==> src/inc/pdm_params.svh <==
// Purpose: constants of the power-down mode sequencer
// Assumes: included by the package, the assertions and the bench
// Notes: offsets are word indexes on the plain register port
`ifndef PDM_PARAMS_SVH
`define PDM_PARAMS_SVH

// ***************************************************
// bus and register map
// ***************************************************
`define PDM_ADDR_W 2
`define PDM_DATA_W 8
`define PDM_A_CTRL1 2'h0
`define PDM_A_CTRL2 2'h1
`define PDM_A_MSTBY 2'h2
`define PDM_A_STAT 2'h3
`define PDM_C1_RST 8'h00
`define PDM_C2_RST 8'h00
`define PDM_MSTBY_RST 8'h00

// ***************************************************
// structure and timing
// ***************************************************
`define PDM_NUM_MOD 8
`define PDM_WT_BIT 0
`define PDM_WAIT_BASE 8192
`define PDM_WAIT_W 21
`define PDM_DIV_W 8
`define PDM_PREP_STATES 2'h3

`endif

==> src/inc/pdm_pkg.sv <==
// Purpose: types of the power-down mode sequencer
// Assumes: pdm_params.svh on the include path
// Notes: all block state lives in pdm_st_t
package pdm_pkg;
`include "pdm_params.svh"

	typedef enum logic [2:0] {
		PDM_ACTIVE = 3'b000,
		PDM_SLEEP = 3'b001,
		PDM_SUBACT = 3'b010,
		PDM_SUBSLP = 3'b011,
		PDM_STBY = 3'b100,
		PDM_WAKE = 3'b101,
		PDM_DTPREP = 3'b110,
		PDM_RESET = 3'b111
	} pdm_mode_t;

	typedef struct packed {
		logic standby_sel;
		logic [2:0] standby_wait_sel;
		logic [3:0] rsvd;
	} pdm_ctrl1_t;

	typedef struct packed {
		logic [2:0] active_div;
		logic sleep_mode_select;
		logic direct_transition_flag;
		logic low_speed_on_flag;
		logic [1:0] sub_div;
	} pdm_ctrl2_t;

	typedef struct packed {
		logic wr;
		logic rd;
		logic [`PDM_ADDR_W-1:0] addr;
		logic [`PDM_DATA_W-1:0] wdata;
	} pdm_bus_t;

	typedef struct packed {
		logic req;
		logic en;
		logic mask;
		logic dt_en;
	} pdm_irq_t;

	typedef struct packed {
		logic sys_osc_en;
		logic cpu_run;
		logic cpu_clk_en;
		logic io_hiz;
		logic io_hold;
		logic periph_rst;
	} pdm_pwr_t;

	typedef struct packed {
		logic int_exc;
		logic dt_exc;
		logic rst_exc;
	} pdm_exc_t;

	typedef struct packed {
		pdm_mode_t mode;
		pdm_ctrl1_t ctrl1;
		pdm_ctrl2_t ctrl2;
		logic [2:0] eff_adiv;
		logic [1:0] eff_sdiv;
		logic [`PDM_NUM_MOD-1:0] mstby;
		logic [`PDM_DIV_W-1:0] div_cnt;
		logic [2:0] sub_cnt;
		logic [`PDM_WAIT_W-1:0] wait_cnt;
		logic [1:0] prep_cnt;
		logic dt_pend;
		logic from_sub;
		logic nowake;
		pdm_pwr_t pwr;
		pdm_exc_t exc;
		logic [`PDM_NUM_MOD-1:0] periph_clk_en;
		logic [`PDM_DATA_W-1:0] rd_data;
	} pdm_st_t;

endpackage : pdm_pkg

==> src/hdl/pdm_power_mode_ctrl.sv <==
// Purpose: power-down mode sequencer with clock dividers and module standby
// Assumes: all inputs synchronous to sys_clk_i; phi_w_tick_i is one pulse per watch clock
// Notes: clock gating is shown as one-cycle enables, not gated clocks
//
// The strobed register port and the register addresses were left to the implementer.
module pdm_power_mode_ctrl
	import pdm_pkg::*;
#(
	parameter int unsigned WAIT_BASE = `PDM_WAIT_BASE
)
(
	input wire logic sys_clk_i,
	input wire logic rst_i,
	input wire pdm_bus_t bus_i,
	input wire pdm_irq_t irq_i,
	input wire logic sleep_exec_i,
	input wire logic ext_reset_n_i,
	input wire logic phi_w_tick_i,
	output logic [`PDM_DATA_W-1:0] rd_data_o,
	output pdm_mode_t mode_o,
	output pdm_pwr_t pwr_o,
	output pdm_exc_t exc_o,
	output logic [`PDM_NUM_MOD-1:0] periph_clk_en_o
);

	// ***************************************************
	// state and helpers
	// ***************************************************
	pdm_st_t st_r;
	pdm_st_t st_nxt;
	logic act_tick;
	logic sub_tick;
	logic old_tick;
	logic wake;
	logic [`PDM_DIV_W-1:0] act_lim;
	logic [2:0] sub_lim;

	// mode chosen by a sleep instruction
	function automatic pdm_mode_t sleep_target(
		input pdm_mode_t cur,
		input pdm_ctrl1_t c1,
		input pdm_ctrl2_t c2,
		input pdm_irq_t irq
	);
		pdm_mode_t t;
		if (c2.direct_transition_flag)
		begin
			if (irq.mask || !irq.dt_en)
				t = (cur == PDM_ACTIVE) ? PDM_SLEEP : PDM_SUBSLP;
			else
				t = PDM_DTPREP;
		end
		else if (c1.standby_sel)
			t = c2.low_speed_on_flag ? PDM_SUBSLP : PDM_STBY;
		else
			t = PDM_SLEEP;
		return t;
	endfunction : sleep_target

	// wait count minus one so the wake state lasts exactly the selected states
	function automatic logic [`PDM_WAIT_W-1:0] wait_load(input logic [2:0] sel);
		return `PDM_WAIT_W'((`PDM_WAIT_W'(WAIT_BASE) << sel) - `PDM_WAIT_W'(1));
	endfunction : wait_load

	// ***************************************************
	// next state
	// ***************************************************
	always_comb
	begin
		st_nxt = st_r;
		st_nxt.exc = '0;
		st_nxt.pwr.cpu_clk_en = 1'b0;
		st_nxt.pwr.periph_rst = 1'b0;
		st_nxt.periph_clk_en = '0;
		st_nxt.rd_data = '0;

		// register port
		if (bus_i.wr)
		begin
			case (bus_i.addr)
				`PDM_A_CTRL1:
				begin
					st_nxt.ctrl1 = pdm_ctrl1_t'(bus_i.wdata);
					st_nxt.ctrl1.rsvd = '0;
				end
				`PDM_A_CTRL2:
					st_nxt.ctrl2 = pdm_ctrl2_t'(bus_i.wdata);
				`PDM_A_MSTBY:
					st_nxt.mstby = bus_i.wdata;
				default:
					st_nxt.mstby = st_r.mstby;
			endcase
		end
		if (bus_i.rd)
		begin
			case (bus_i.addr)
				`PDM_A_CTRL1:
					st_nxt.rd_data = st_r.ctrl1;
				`PDM_A_CTRL2:
					st_nxt.rd_data = st_r.ctrl2;
				`PDM_A_MSTBY:
					st_nxt.rd_data = st_r.mstby;
				default:
					st_nxt.rd_data = `PDM_DATA_W'({st_r.pwr.sys_osc_en, st_r.mode});
			endcase
		end

		// active divider runs on the system clock
		act_lim = `PDM_DIV_W'((`PDM_DIV_W'(1) << st_r.eff_adiv) - `PDM_DIV_W'(1));
		act_tick = (st_r.div_cnt == act_lim);
		st_nxt.div_cnt = act_tick ? '0 : `PDM_DIV_W'(st_r.div_cnt + `PDM_DIV_W'(1));

		// subclock divider: 2, 4 or 8 watch clocks; code 3 wraps to 8
		sub_lim = 3'((3'h2 << st_r.eff_sdiv) - 3'h1);
		sub_tick = phi_w_tick_i && (st_r.sub_cnt == sub_lim);
		if (phi_w_tick_i)
			st_nxt.sub_cnt = sub_tick ? '0 : 3'(st_r.sub_cnt + 3'h1);

		old_tick = st_r.from_sub ? sub_tick : act_tick;
		wake = irq_i.req && irq_i.en && !irq_i.mask && !st_r.nowake;

		case (st_r.mode)
			PDM_ACTIVE, PDM_SUBACT:
			begin
				st_nxt.pwr.cpu_clk_en = (st_r.mode == PDM_ACTIVE) ? act_tick : sub_tick;
				if (sleep_exec_i)
				begin
					st_nxt.eff_adiv = st_r.ctrl2.active_div;
					st_nxt.eff_sdiv = st_r.ctrl2.sub_div;
					st_nxt.mode = sleep_target(st_r.mode, st_r.ctrl1, st_r.ctrl2, irq_i);
					st_nxt.nowake = st_r.ctrl2.direct_transition_flag && irq_i.mask;
					st_nxt.from_sub = (st_r.mode == PDM_SUBACT);
					st_nxt.prep_cnt = '0;
				end
			end
			PDM_SLEEP, PDM_SUBSLP:
			begin
				// no stabilisation wait on this exit
				if (wake)
				begin
					st_nxt.mode = st_r.ctrl2.low_speed_on_flag ? PDM_SUBACT : PDM_ACTIVE;
					st_nxt.exc.int_exc = 1'b1;
				end
			end
			PDM_STBY:
			begin
				if (wake)
				begin
					st_nxt.mode = PDM_WAKE;
					st_nxt.dt_pend = 1'b0;
					st_nxt.wait_cnt = wait_load(st_r.ctrl1.standby_wait_sel);
				end
			end
			PDM_WAKE:
			begin
				if (st_r.wait_cnt == '0)
				begin
					st_nxt.mode = PDM_ACTIVE;
					st_nxt.exc.int_exc = !st_r.dt_pend;
					st_nxt.exc.dt_exc = st_r.dt_pend;
				end
				else
					st_nxt.wait_cnt = `PDM_WAIT_W'(st_r.wait_cnt - `PDM_WAIT_W'(1));
			end
			PDM_DTPREP:
			begin
				// sleep and internal states still run on the old clock
				st_nxt.pwr.cpu_clk_en = old_tick;
				if (old_tick)
				begin
					if (st_r.prep_cnt == `PDM_PREP_STATES - 2'h1)
					begin
						if (st_r.from_sub)
						begin
							st_nxt.mode = PDM_WAKE;
							st_nxt.dt_pend = 1'b1;
							st_nxt.wait_cnt = wait_load(st_r.ctrl1.standby_wait_sel);
						end
						else
						begin
							st_nxt.mode = PDM_SUBACT;
							st_nxt.exc.dt_exc = 1'b1;
						end
					end
					else
						st_nxt.prep_cnt = 2'(st_r.prep_cnt + 2'h1);
				end
			end
			PDM_RESET:
			begin
				if (ext_reset_n_i)
				begin
					st_nxt.mode = PDM_ACTIVE;
					st_nxt.exc.rst_exc = 1'b1;
				end
			end
			default:
				st_nxt.mode = PDM_ACTIVE;
		endcase

		// pin low wins over every other transition
		if (!ext_reset_n_i)
		begin
			st_nxt.mode = PDM_RESET;
			st_nxt.nowake = 1'b0;
			st_nxt.exc = '0;
		end

		// sleep select resets the timer, serial and converter on any change
		if (st_nxt.mode != st_r.mode)
			st_nxt.pwr.periph_rst = st_r.ctrl2.sleep_mode_select;

		// ***************************************************
		// power controls from the coming mode
		// ***************************************************
		case (st_nxt.mode)
			PDM_ACTIVE, PDM_SLEEP, PDM_WAKE, PDM_RESET:
				st_nxt.pwr.sys_osc_en = 1'b1;
			PDM_DTPREP:
				st_nxt.pwr.sys_osc_en = !st_nxt.from_sub;
			default:
				st_nxt.pwr.sys_osc_en = 1'b0;
		endcase
		st_nxt.pwr.cpu_run = (st_nxt.mode == PDM_ACTIVE) || (st_nxt.mode == PDM_SUBACT)
			|| (st_nxt.mode == PDM_DTPREP);
		st_nxt.pwr.io_hiz = (st_nxt.mode == PDM_STBY);
		st_nxt.pwr.io_hold = (st_nxt.mode == PDM_SUBSLP);

		// per-module clock enables; standby and wake give none
		for (int i = 0; i < `PDM_NUM_MOD; i++)
		begin
			case (st_r.mode)
				PDM_ACTIVE, PDM_SLEEP:
					st_nxt.periph_clk_en[i] = act_tick && !st_r.mstby[i];
				PDM_SUBACT:
					st_nxt.periph_clk_en[i] = sub_tick && !st_r.mstby[i];
				PDM_SUBSLP:
					st_nxt.periph_clk_en[i] = (i == `PDM_WT_BIT) && sub_tick && !st_r.mstby[i];
				PDM_DTPREP:
					st_nxt.periph_clk_en[i] = old_tick && !st_r.mstby[i];
				default:
					st_nxt.periph_clk_en[i] = 1'b0;
			endcase
			// last tick of the old mode must not leak into a halted one
			if ((st_nxt.mode == PDM_SUBSLP) && (i != `PDM_WT_BIT))
				st_nxt.periph_clk_en[i] = 1'b0;
			if ((st_nxt.mode == PDM_STBY) || (st_nxt.mode == PDM_WAKE) || (st_nxt.mode == PDM_RESET))
				st_nxt.periph_clk_en[i] = 1'b0;
		end
	end

	// ***************************************************
	// registers
	// ***************************************************
	always_ff @(posedge sys_clk_i)
	begin
		if (rst_i)
		begin
			st_r <= '0;
			st_r.ctrl1 <= pdm_ctrl1_t'(`PDM_C1_RST);
			st_r.ctrl2 <= pdm_ctrl2_t'(`PDM_C2_RST);
			st_r.mstby <= `PDM_MSTBY_RST;
			st_r.mode <= PDM_ACTIVE;
			st_r.pwr.sys_osc_en <= 1'b1;
			st_r.pwr.cpu_run <= 1'b1;
		end
		else
			st_r <= st_nxt;
	end

	assign rd_data_o = st_r.rd_data;
	assign mode_o = st_r.mode;
	assign pwr_o = st_r.pwr;
	assign exc_o = st_r.exc;
	assign periph_clk_en_o = st_r.periph_clk_en;

endmodule : pdm_power_mode_ctrl

==> config.mk <==
export PLATFORM = sky130hd
export DESIGN_NAME = pdm_power_mode_ctrl
export DESIGN_NICKNAME = d
export VERILOG_FILES = /design/src/inc/pdm_pkg.sv /design/src/hdl/pdm_power_mode_ctrl.sv
export VERILOG_INCLUDE_DIRS = /design/src /design/src/inc
export SDC_FILE = /design/constraint.sdc
export NUM_CORES = 1
export LEC_CHECK = 0
export ABC_AREA = 1
export ABC_CLOCK_PERIOD_IN_PS = 2800
export BUFFER_PORTS_ARGS = -buffer_cell sky130_fd_sc_hd__buf_2
export CAP_MARGIN = 20
export CORE_UTILIZATION = 40
export DETAILED_ROUTE_END_ITERATION = 10
export GPL_ROUTABILITY_DRIVEN = 0
export PLACE_DENSITY = 0.66
export SLEW_MARGIN = 40
export SYNTH_ARGS = -nofsm -noshare
export SYNTH_HDL_FRONTEND = slang
export SYNTH_SLANG_ARGS = --single-unit
==> constraint.sdc <==
create_clock -name sys_clk_i -period 2.8 [get_ports sys_clk_i]
set_clock_uncertainty 0.1 [all_clocks]
set_input_delay 0.56 -clock sys_clk_i [delete_from_list [all_inputs] [get_ports sys_clk_i]]
set_output_delay 0.56 -clock sys_clk_i [all_outputs]
set_load 0.005 [all_outputs]
==> results of run 1 <==
timing repair:
item | 4_1_cts | 5_1_grt
setup endpoints to repair | 0 | 10
hold endpoints to repair | 0 | 0
gates resized for setup | 0 | 3
final cells by class:
class                   instances  area, µm²  share of cell area
multi-input cells             448       2320               0.445
flip-flops and latches         90       1800               0.346
inverters                      86        323              0.0620
repair buffers                 57        308              0.0591
clock buffers                  10        239              0.0459
well taps                     143        179              0.0344
clock inverters                 5       38.8             0.00745
worst max-delay path, cell delays in order (launching register included):
cell and delay (ns):
dfxtp_1 0.35, nor2_4 0.15, nand2_1 0.08, ha_1 0.31
xnor2_1 0.13, nor2_1 0.10, nand3_1 0.09, nor2_2 0.18
nand3_4 0.13, inv_2 0.07, nand3_1 0.11, nand2_1 0.12
nand2_2 0.08, nand2_2 0.10, nor2_2 0.07, nor3_1 0.29
worst max path at each step:
stage | end | start | slack [ns]
final | periph_clk_en_o[0] | st_r[72] | 0.20
after floorplan | st_r[50] | mode_o[1] | 0.48
after global placement | periph_clk_en_o[0] | st_r[73] | 0.31
after global routing | periph_clk_en_o[2] | st_r[72] | 0.03
after detailed placement | periph_clk_en_o[0] | st_r[73] | 0.22
after CTS | periph_clk_en_o[0] | st_r[73] | 0.16
metal layers:
layer / GRT usage / vias up / share of wire
met1: 0.233 / 2025 / 0.44
met2: 0.328 / 137 / 0.49
met3: 0.0448 / 15 / 0.056
met5: 0 / - / 0
li1: - / 2197 / -
met4: 0.0658 / 0 / 0.015
stage by stage:
stage / instance area, µm² / hold slack (ns) / instances / setup slack (ns)
2_1_floorplan: 4730 / 0.306 / 669 / 0.481
3_3_place_gp: 4920 / 0.314 / 824 / 0.305
6_report: 5210 / 0.331 / 839 / 0.200
3_5_place_dp: 4920 / 0.319 / 824 / 0.219
4_1_cts: 5200 / 0.328 / 839 / 0.158
5_1_grt: 5210 / 0.351 / 839 / 0.0255
kinds of logic after synthesis:
kind of cell	Yosys count	share of synthesized area
buffers and inverters	131	0.130
XOR/XNOR	12	0.0222
adder cells (fa/ha/maj)	5	0.0132
flip-flops	90	0.381
AND/OR/NAND/NOR	291	0.289
AO/OA/AOI/OAI	140	0.165
report_power, final:
group / switching [mW] / total (mW) / internal [mW]
Combinational: 0.439 / 0.675 / 0.236
Clock: 0.524 / 1.15 / 0.624
Sequential: 0.0771 / 1.45 / 1.38
Total: 1.04 / 3.28 / 2.24
sequential cells by signal (all words and copies together), names as in the netlist:
signal / count
exc_o: 3
mode_o: 3
periph_clk_en_o: 8
pwr_o: 6
rd_data_o: 8
st_r: 62
placed cells by master, fill, tap and decap left out, types with 5 or more instances in the layout:
cell       count
nand2_1      115
dfxtp_1       88
inv_1         77
nor2_1        64
a21oi_1       55
o21ai_0       53
buf_2         48
nand3_1       37
nor3_1        19
nand2_2       16
nor2_2        15
xor2_1         9
clkbuf_16      9
buf_4          9
inv_2          8
nor2_4         7
nand4_1        7
a211oi_1       6
nor4_1         5
ha_1           5
==> run metrics, run 1 <==
share of post-route cells with drive strength above 1 0.185; status complete, no violations; Filler Cell Count 1,150; clk buf depth 2; Synth area leader dfxtp_1; first-pass GRT wire length 19,100 µm; R2R cell count 15; Lkg Pwr 2.33 nW; Starting Density 0.412; Num CTS Buffers 9; Mapped Nets 695; most numerous cell in the Yosys netlist nand2_1; initial antenna violation count 0; WL/cell 13.8 µm; die width 111 µm; Nets 718; Final Hold Viols 0; core area 11,500 µm²; DR pass1 iterations 5; Avg Inst Size Synth 7.07 µm²; die height 111 µm; Via density 5.21; Final Slew Violations 0; clk root buf clkbuf_16; Total Die Area 12,300 µm²; Hold Buf Count CTS 0; Final TNS setup 0 ns; maximum VDD drop 0.253 mV; RSZ-0062 raised after global routing no; WHS Endpoint periph_clk_en_o[2]; antenna viol nets, final 0; Seq/Total Area, Yosys 0.381; crit end category flip-flop; H-Tree Level Count 3; worst reg2reg startpoint st_r[72]; GRT Util Overall 0.191; top-area cell type share of the netlist area 0.381; Area Overhead vs Synth 10.1%; Top FF cell, synth dfxtp_1; worst reg2reg endpoint periph_clk_en_o[0]; critical path fanouts, max 5; CTS tree built; dpl hpwl 8600 µm; Yosys cell types 40; fin util 0.454; Port Buffer Count 48; Vias 4,374; clock slew at reported path FFs 0.06 ns; Synth top cells by count nand2_1, dfxtp_1, inv_1; crit path launch type flip-flop; Top Ports 49; Post-Route WL 11,600 µm; HP Start st_r[64]; Rows 39; Hold Path Class reg2reg; Yosys reg bits 90; largest net degree at the start of global routing 23; R2R Setup Slk 0.20 ns; maximum capacitance violations 0; initial drt markers 295; Setup-failing EPs final 0; Worst-Margin Slew 0.477 ns; worst skew pair latency 0.35 ns; Post-synth EDFFs 0; Min-Delay Path Depth 1; number of synthesis warnings 0; final worst path period share 0.929; antenna diode count 0; vias in the first global route 4,035; Pwr Density 629 nW/µm²; Tot Pwr 3.28 mW; Worst Setup Path Type reg2reg; setup repair bufs after CTS 0; GR Overflow Total 0; asr flop ratio synth 0; Area contributors post-synth dfxtp_1, nand2_1, inv_1; Synth Cell Area 4730 µm²; WP data arrival 2.71 ns; clk sink count 90; Max transition margin 0.681; Critical Path RT 2.91 ns; DRC 0; Syn Inst Count 669; Max Fclk 385 MHz; Final Critical Period 2.60 ns
Note: power is estimated with default switching activity, not from simulation.
==> run 2, diff against run 1 <==
- BUFFER_PORTS_ARGS: -buffer_cell sky130_fd_sc_hd__buf_2 -> -buffer_cell sky130_fd_sc_hd__buf_4
- REMOVE_ABC_BUFFERS: default -> 1
==> run metrics, run 2 (synthesized netlist as in run 1, its figures left out) <==
status complete, no violations (unchanged); WL/cell 13.4 µm (was 13.8 µm); Rows 39 (unchanged); final setup margin 0.281 ns (was 0.200 ns); max FFs per register 62 (unchanged); PostCTS Resize Cnt 0 (unchanged); GRT Util Overall 0.192 (was 0.191); maximum VDD drop 0.381 mV (was 0.253 mV); Worst-Margin Slew 0.560 ns (was 0.477 ns); Final Slew Violations 0 (unchanged); RSZ-0062 raised after global routing no (unchanged); Vias 4,283 (was 4,374); sw power 1.04 mW (about the same); Post-Route WL 11,200 µm (was 11,600 µm); final worst path period share 0.900 (was 0.929); Setup-failing EPs final 0 (unchanged); DR pass1 iterations 4 (was 5); worst skew pair latency 0.35 ns (about the same); R2R Setup Slk 0.28 ns (was 0.20 ns); initial drt markers 284 (was 295); Filler Cell Count 1,125 (was 1,150); WP data arrival 2.67 ns (was 2.71 ns); Final Critical Period 2.52 ns (was 2.60 ns); Int Pwr 2.43 mW (was 2.24 mW); H-Tree Level Count 3 (unchanged); combinational share of power 0.199 (was 0.206); crit path launch type flip-flop (unchanged); dpl hpwl 8300 µm (was 8600 µm); Via density 5.10 (was 5.21); critical path fanouts, max 7 (was 5); Pwr Density 645 nW/µm² (was 629 nW/µm²); vias in the first global route 4,039 (was 4,035); Total Die Area 12,300 µm² (unchanged); clock share of power 0.382 (was 0.350); Final Hold Viols 0 (unchanged); Worst Setup Path Type reg2reg (unchanged); largest net degree at the start of global routing 33 (was 23); first-pass GRT wire length 19,200 µm (was 19,100 µm); Critical Path RT 2.95 ns (was 2.91 ns); antenna diode count 0 (unchanged); Hold Buf Count CTS 0 (unchanged); Seq pwr share 0.419 (was 0.444); Largest Register st_r (unchanged); clock slew at reported path FFs 0.07 ns (was 0.06 ns); CTS tree built (unchanged); clk root buf clkbuf_16 (unchanged); dpl ws 0.142 ns (was 0.219 ns); Hold Path Class in2reg (was reg2reg); antenna viol nets, final 0 (unchanged); Area Overhead vs Synth 13.8% (was 10.1%); Nets 717 (was 718); clk sink count 90 (unchanged); Sw Share 0.301 (was 0.317); Final TNS setup 0 ns (unchanged); core area 11,500 µm² (unchanged); Num CTS Buffers 9 (unchanged); most frequent cells in the layout nand2_1, dfxtp_1, inv_1, nor2_1, buf_4 (was nand2_1, dfxtp_1, inv_1, nor2_1, a21oi_1); setup repair bufs after CTS 0 (unchanged); Port Buffer Count 48 (unchanged); GR Overflow Total 0 (unchanged); Max transition margin 0.626 (was 0.681); most common cell after layout, fill and taps aside nand2_1 (unchanged); Starting Density 0.412 (unchanged); Max Fclk 397 MHz (was 385 MHz); Lkg Pwr 2.38 nW (was 2.33 nW); DRC 0 (unchanged); maximum capacitance violations 0 (unchanged); clk buf depth 2 (unchanged); die width 111 µm (unchanged); crit end category flip-flop (unchanged); initial antenna violation count 0 (unchanged); die height 111 µm (unchanged); share of post-route cells with drive strength above 1 0.185 (unchanged); Top Ports 49 (unchanged)
run 2: cell types whose count changed in the layout (fill, tap and decap cells not counted), moves of 2 or more:
| cell | change |
|---|---|
| buf_2 | -48 |
| buf_4 | +47 |
| clkinvlp_4 | -4 |
| bufinv_16 | +2 |
| inv_6 | +2 |
| nor2_2 | -2 |
| nor2_4 | +2 |
run 2: worst max-delay path, stage by stage (launching register included):
cell     delay [ns]
dfxtp_1        0.36
nor2_4         0.14
nand2_1        0.09
ha_2           0.29
xnor2_1        0.12
nor2_1         0.09
nand3_1        0.11
nor2_4         0.16
nand3_4        0.12
inv_2          0.07
nand3_1        0.11
nand2_1        0.12
nand2_2        0.09
nand2_2        0.12
nand2_1        0.12
nand3_4        0.19
nor2_2         0.04
run 2: area by class of cell:
type	instances	area (µm²)	area share
clock inverter	6	95.1	0.0177
sequential	90	1800	0.335
multi-input combinational	448	2330	0.433
inverter	86	323	0.0600
clock buffer	10	229	0.0426
timing repair buffer	56	420	0.0781
tap	143	179	0.0333
run 2: power groups by stage:
| stage | clock network [mW] | logic [mW] | registers [mW] |
|---|---|---|---|
| after floorplan | 0 | 0.476 | 1.47 |
| after global placement | 0 | 0.666 | 1.48 |
| after detailed placement | 0 | 0.676 | 1.48 |
| after CTS | 1.35 | 0.679 | 1.45 |
| after global routing | 1.41 | 0.784 | 1.47 |
| final | 1.32 | 0.691 | 1.46 |
run 2: path summary, 6_finish.rpt:
path	startpoint	to	depth (start not counted)
max reg2reg	st_r[72]	periph_clk_en_o[3]	16
min reg2reg	st_r[63]	periph_clk_en_o[1]	1
max	st_r[72]	periph_clk_en_o[3]	16
min	phi_w_tick_i	st_r[52]	2
run 2: metrics by stage:
step,hold slack (ns),cell area (µm²),std cells,power [mW],utilization
detailed placement,0.312,5040,823,2.16,0.439
CTS,0.313,5360,839,3.48,0.467
global route,0.320,5380,839,3.66,0.469
floorplan,0.306,4440,624,1.94,-
finish,0.320,5380,839,3.47,0.469
global placement,0.318,5040,823,2.15,0.439
run 2: metal layers:
metal	up-vias	global-route usage	wire length, µm
li1	2204	-	-
met3	22	0.0372	493
met5	-	0	0
met2	105	0.304	5230
met1	1952	0.251	5220
met4	0	0.0933	291
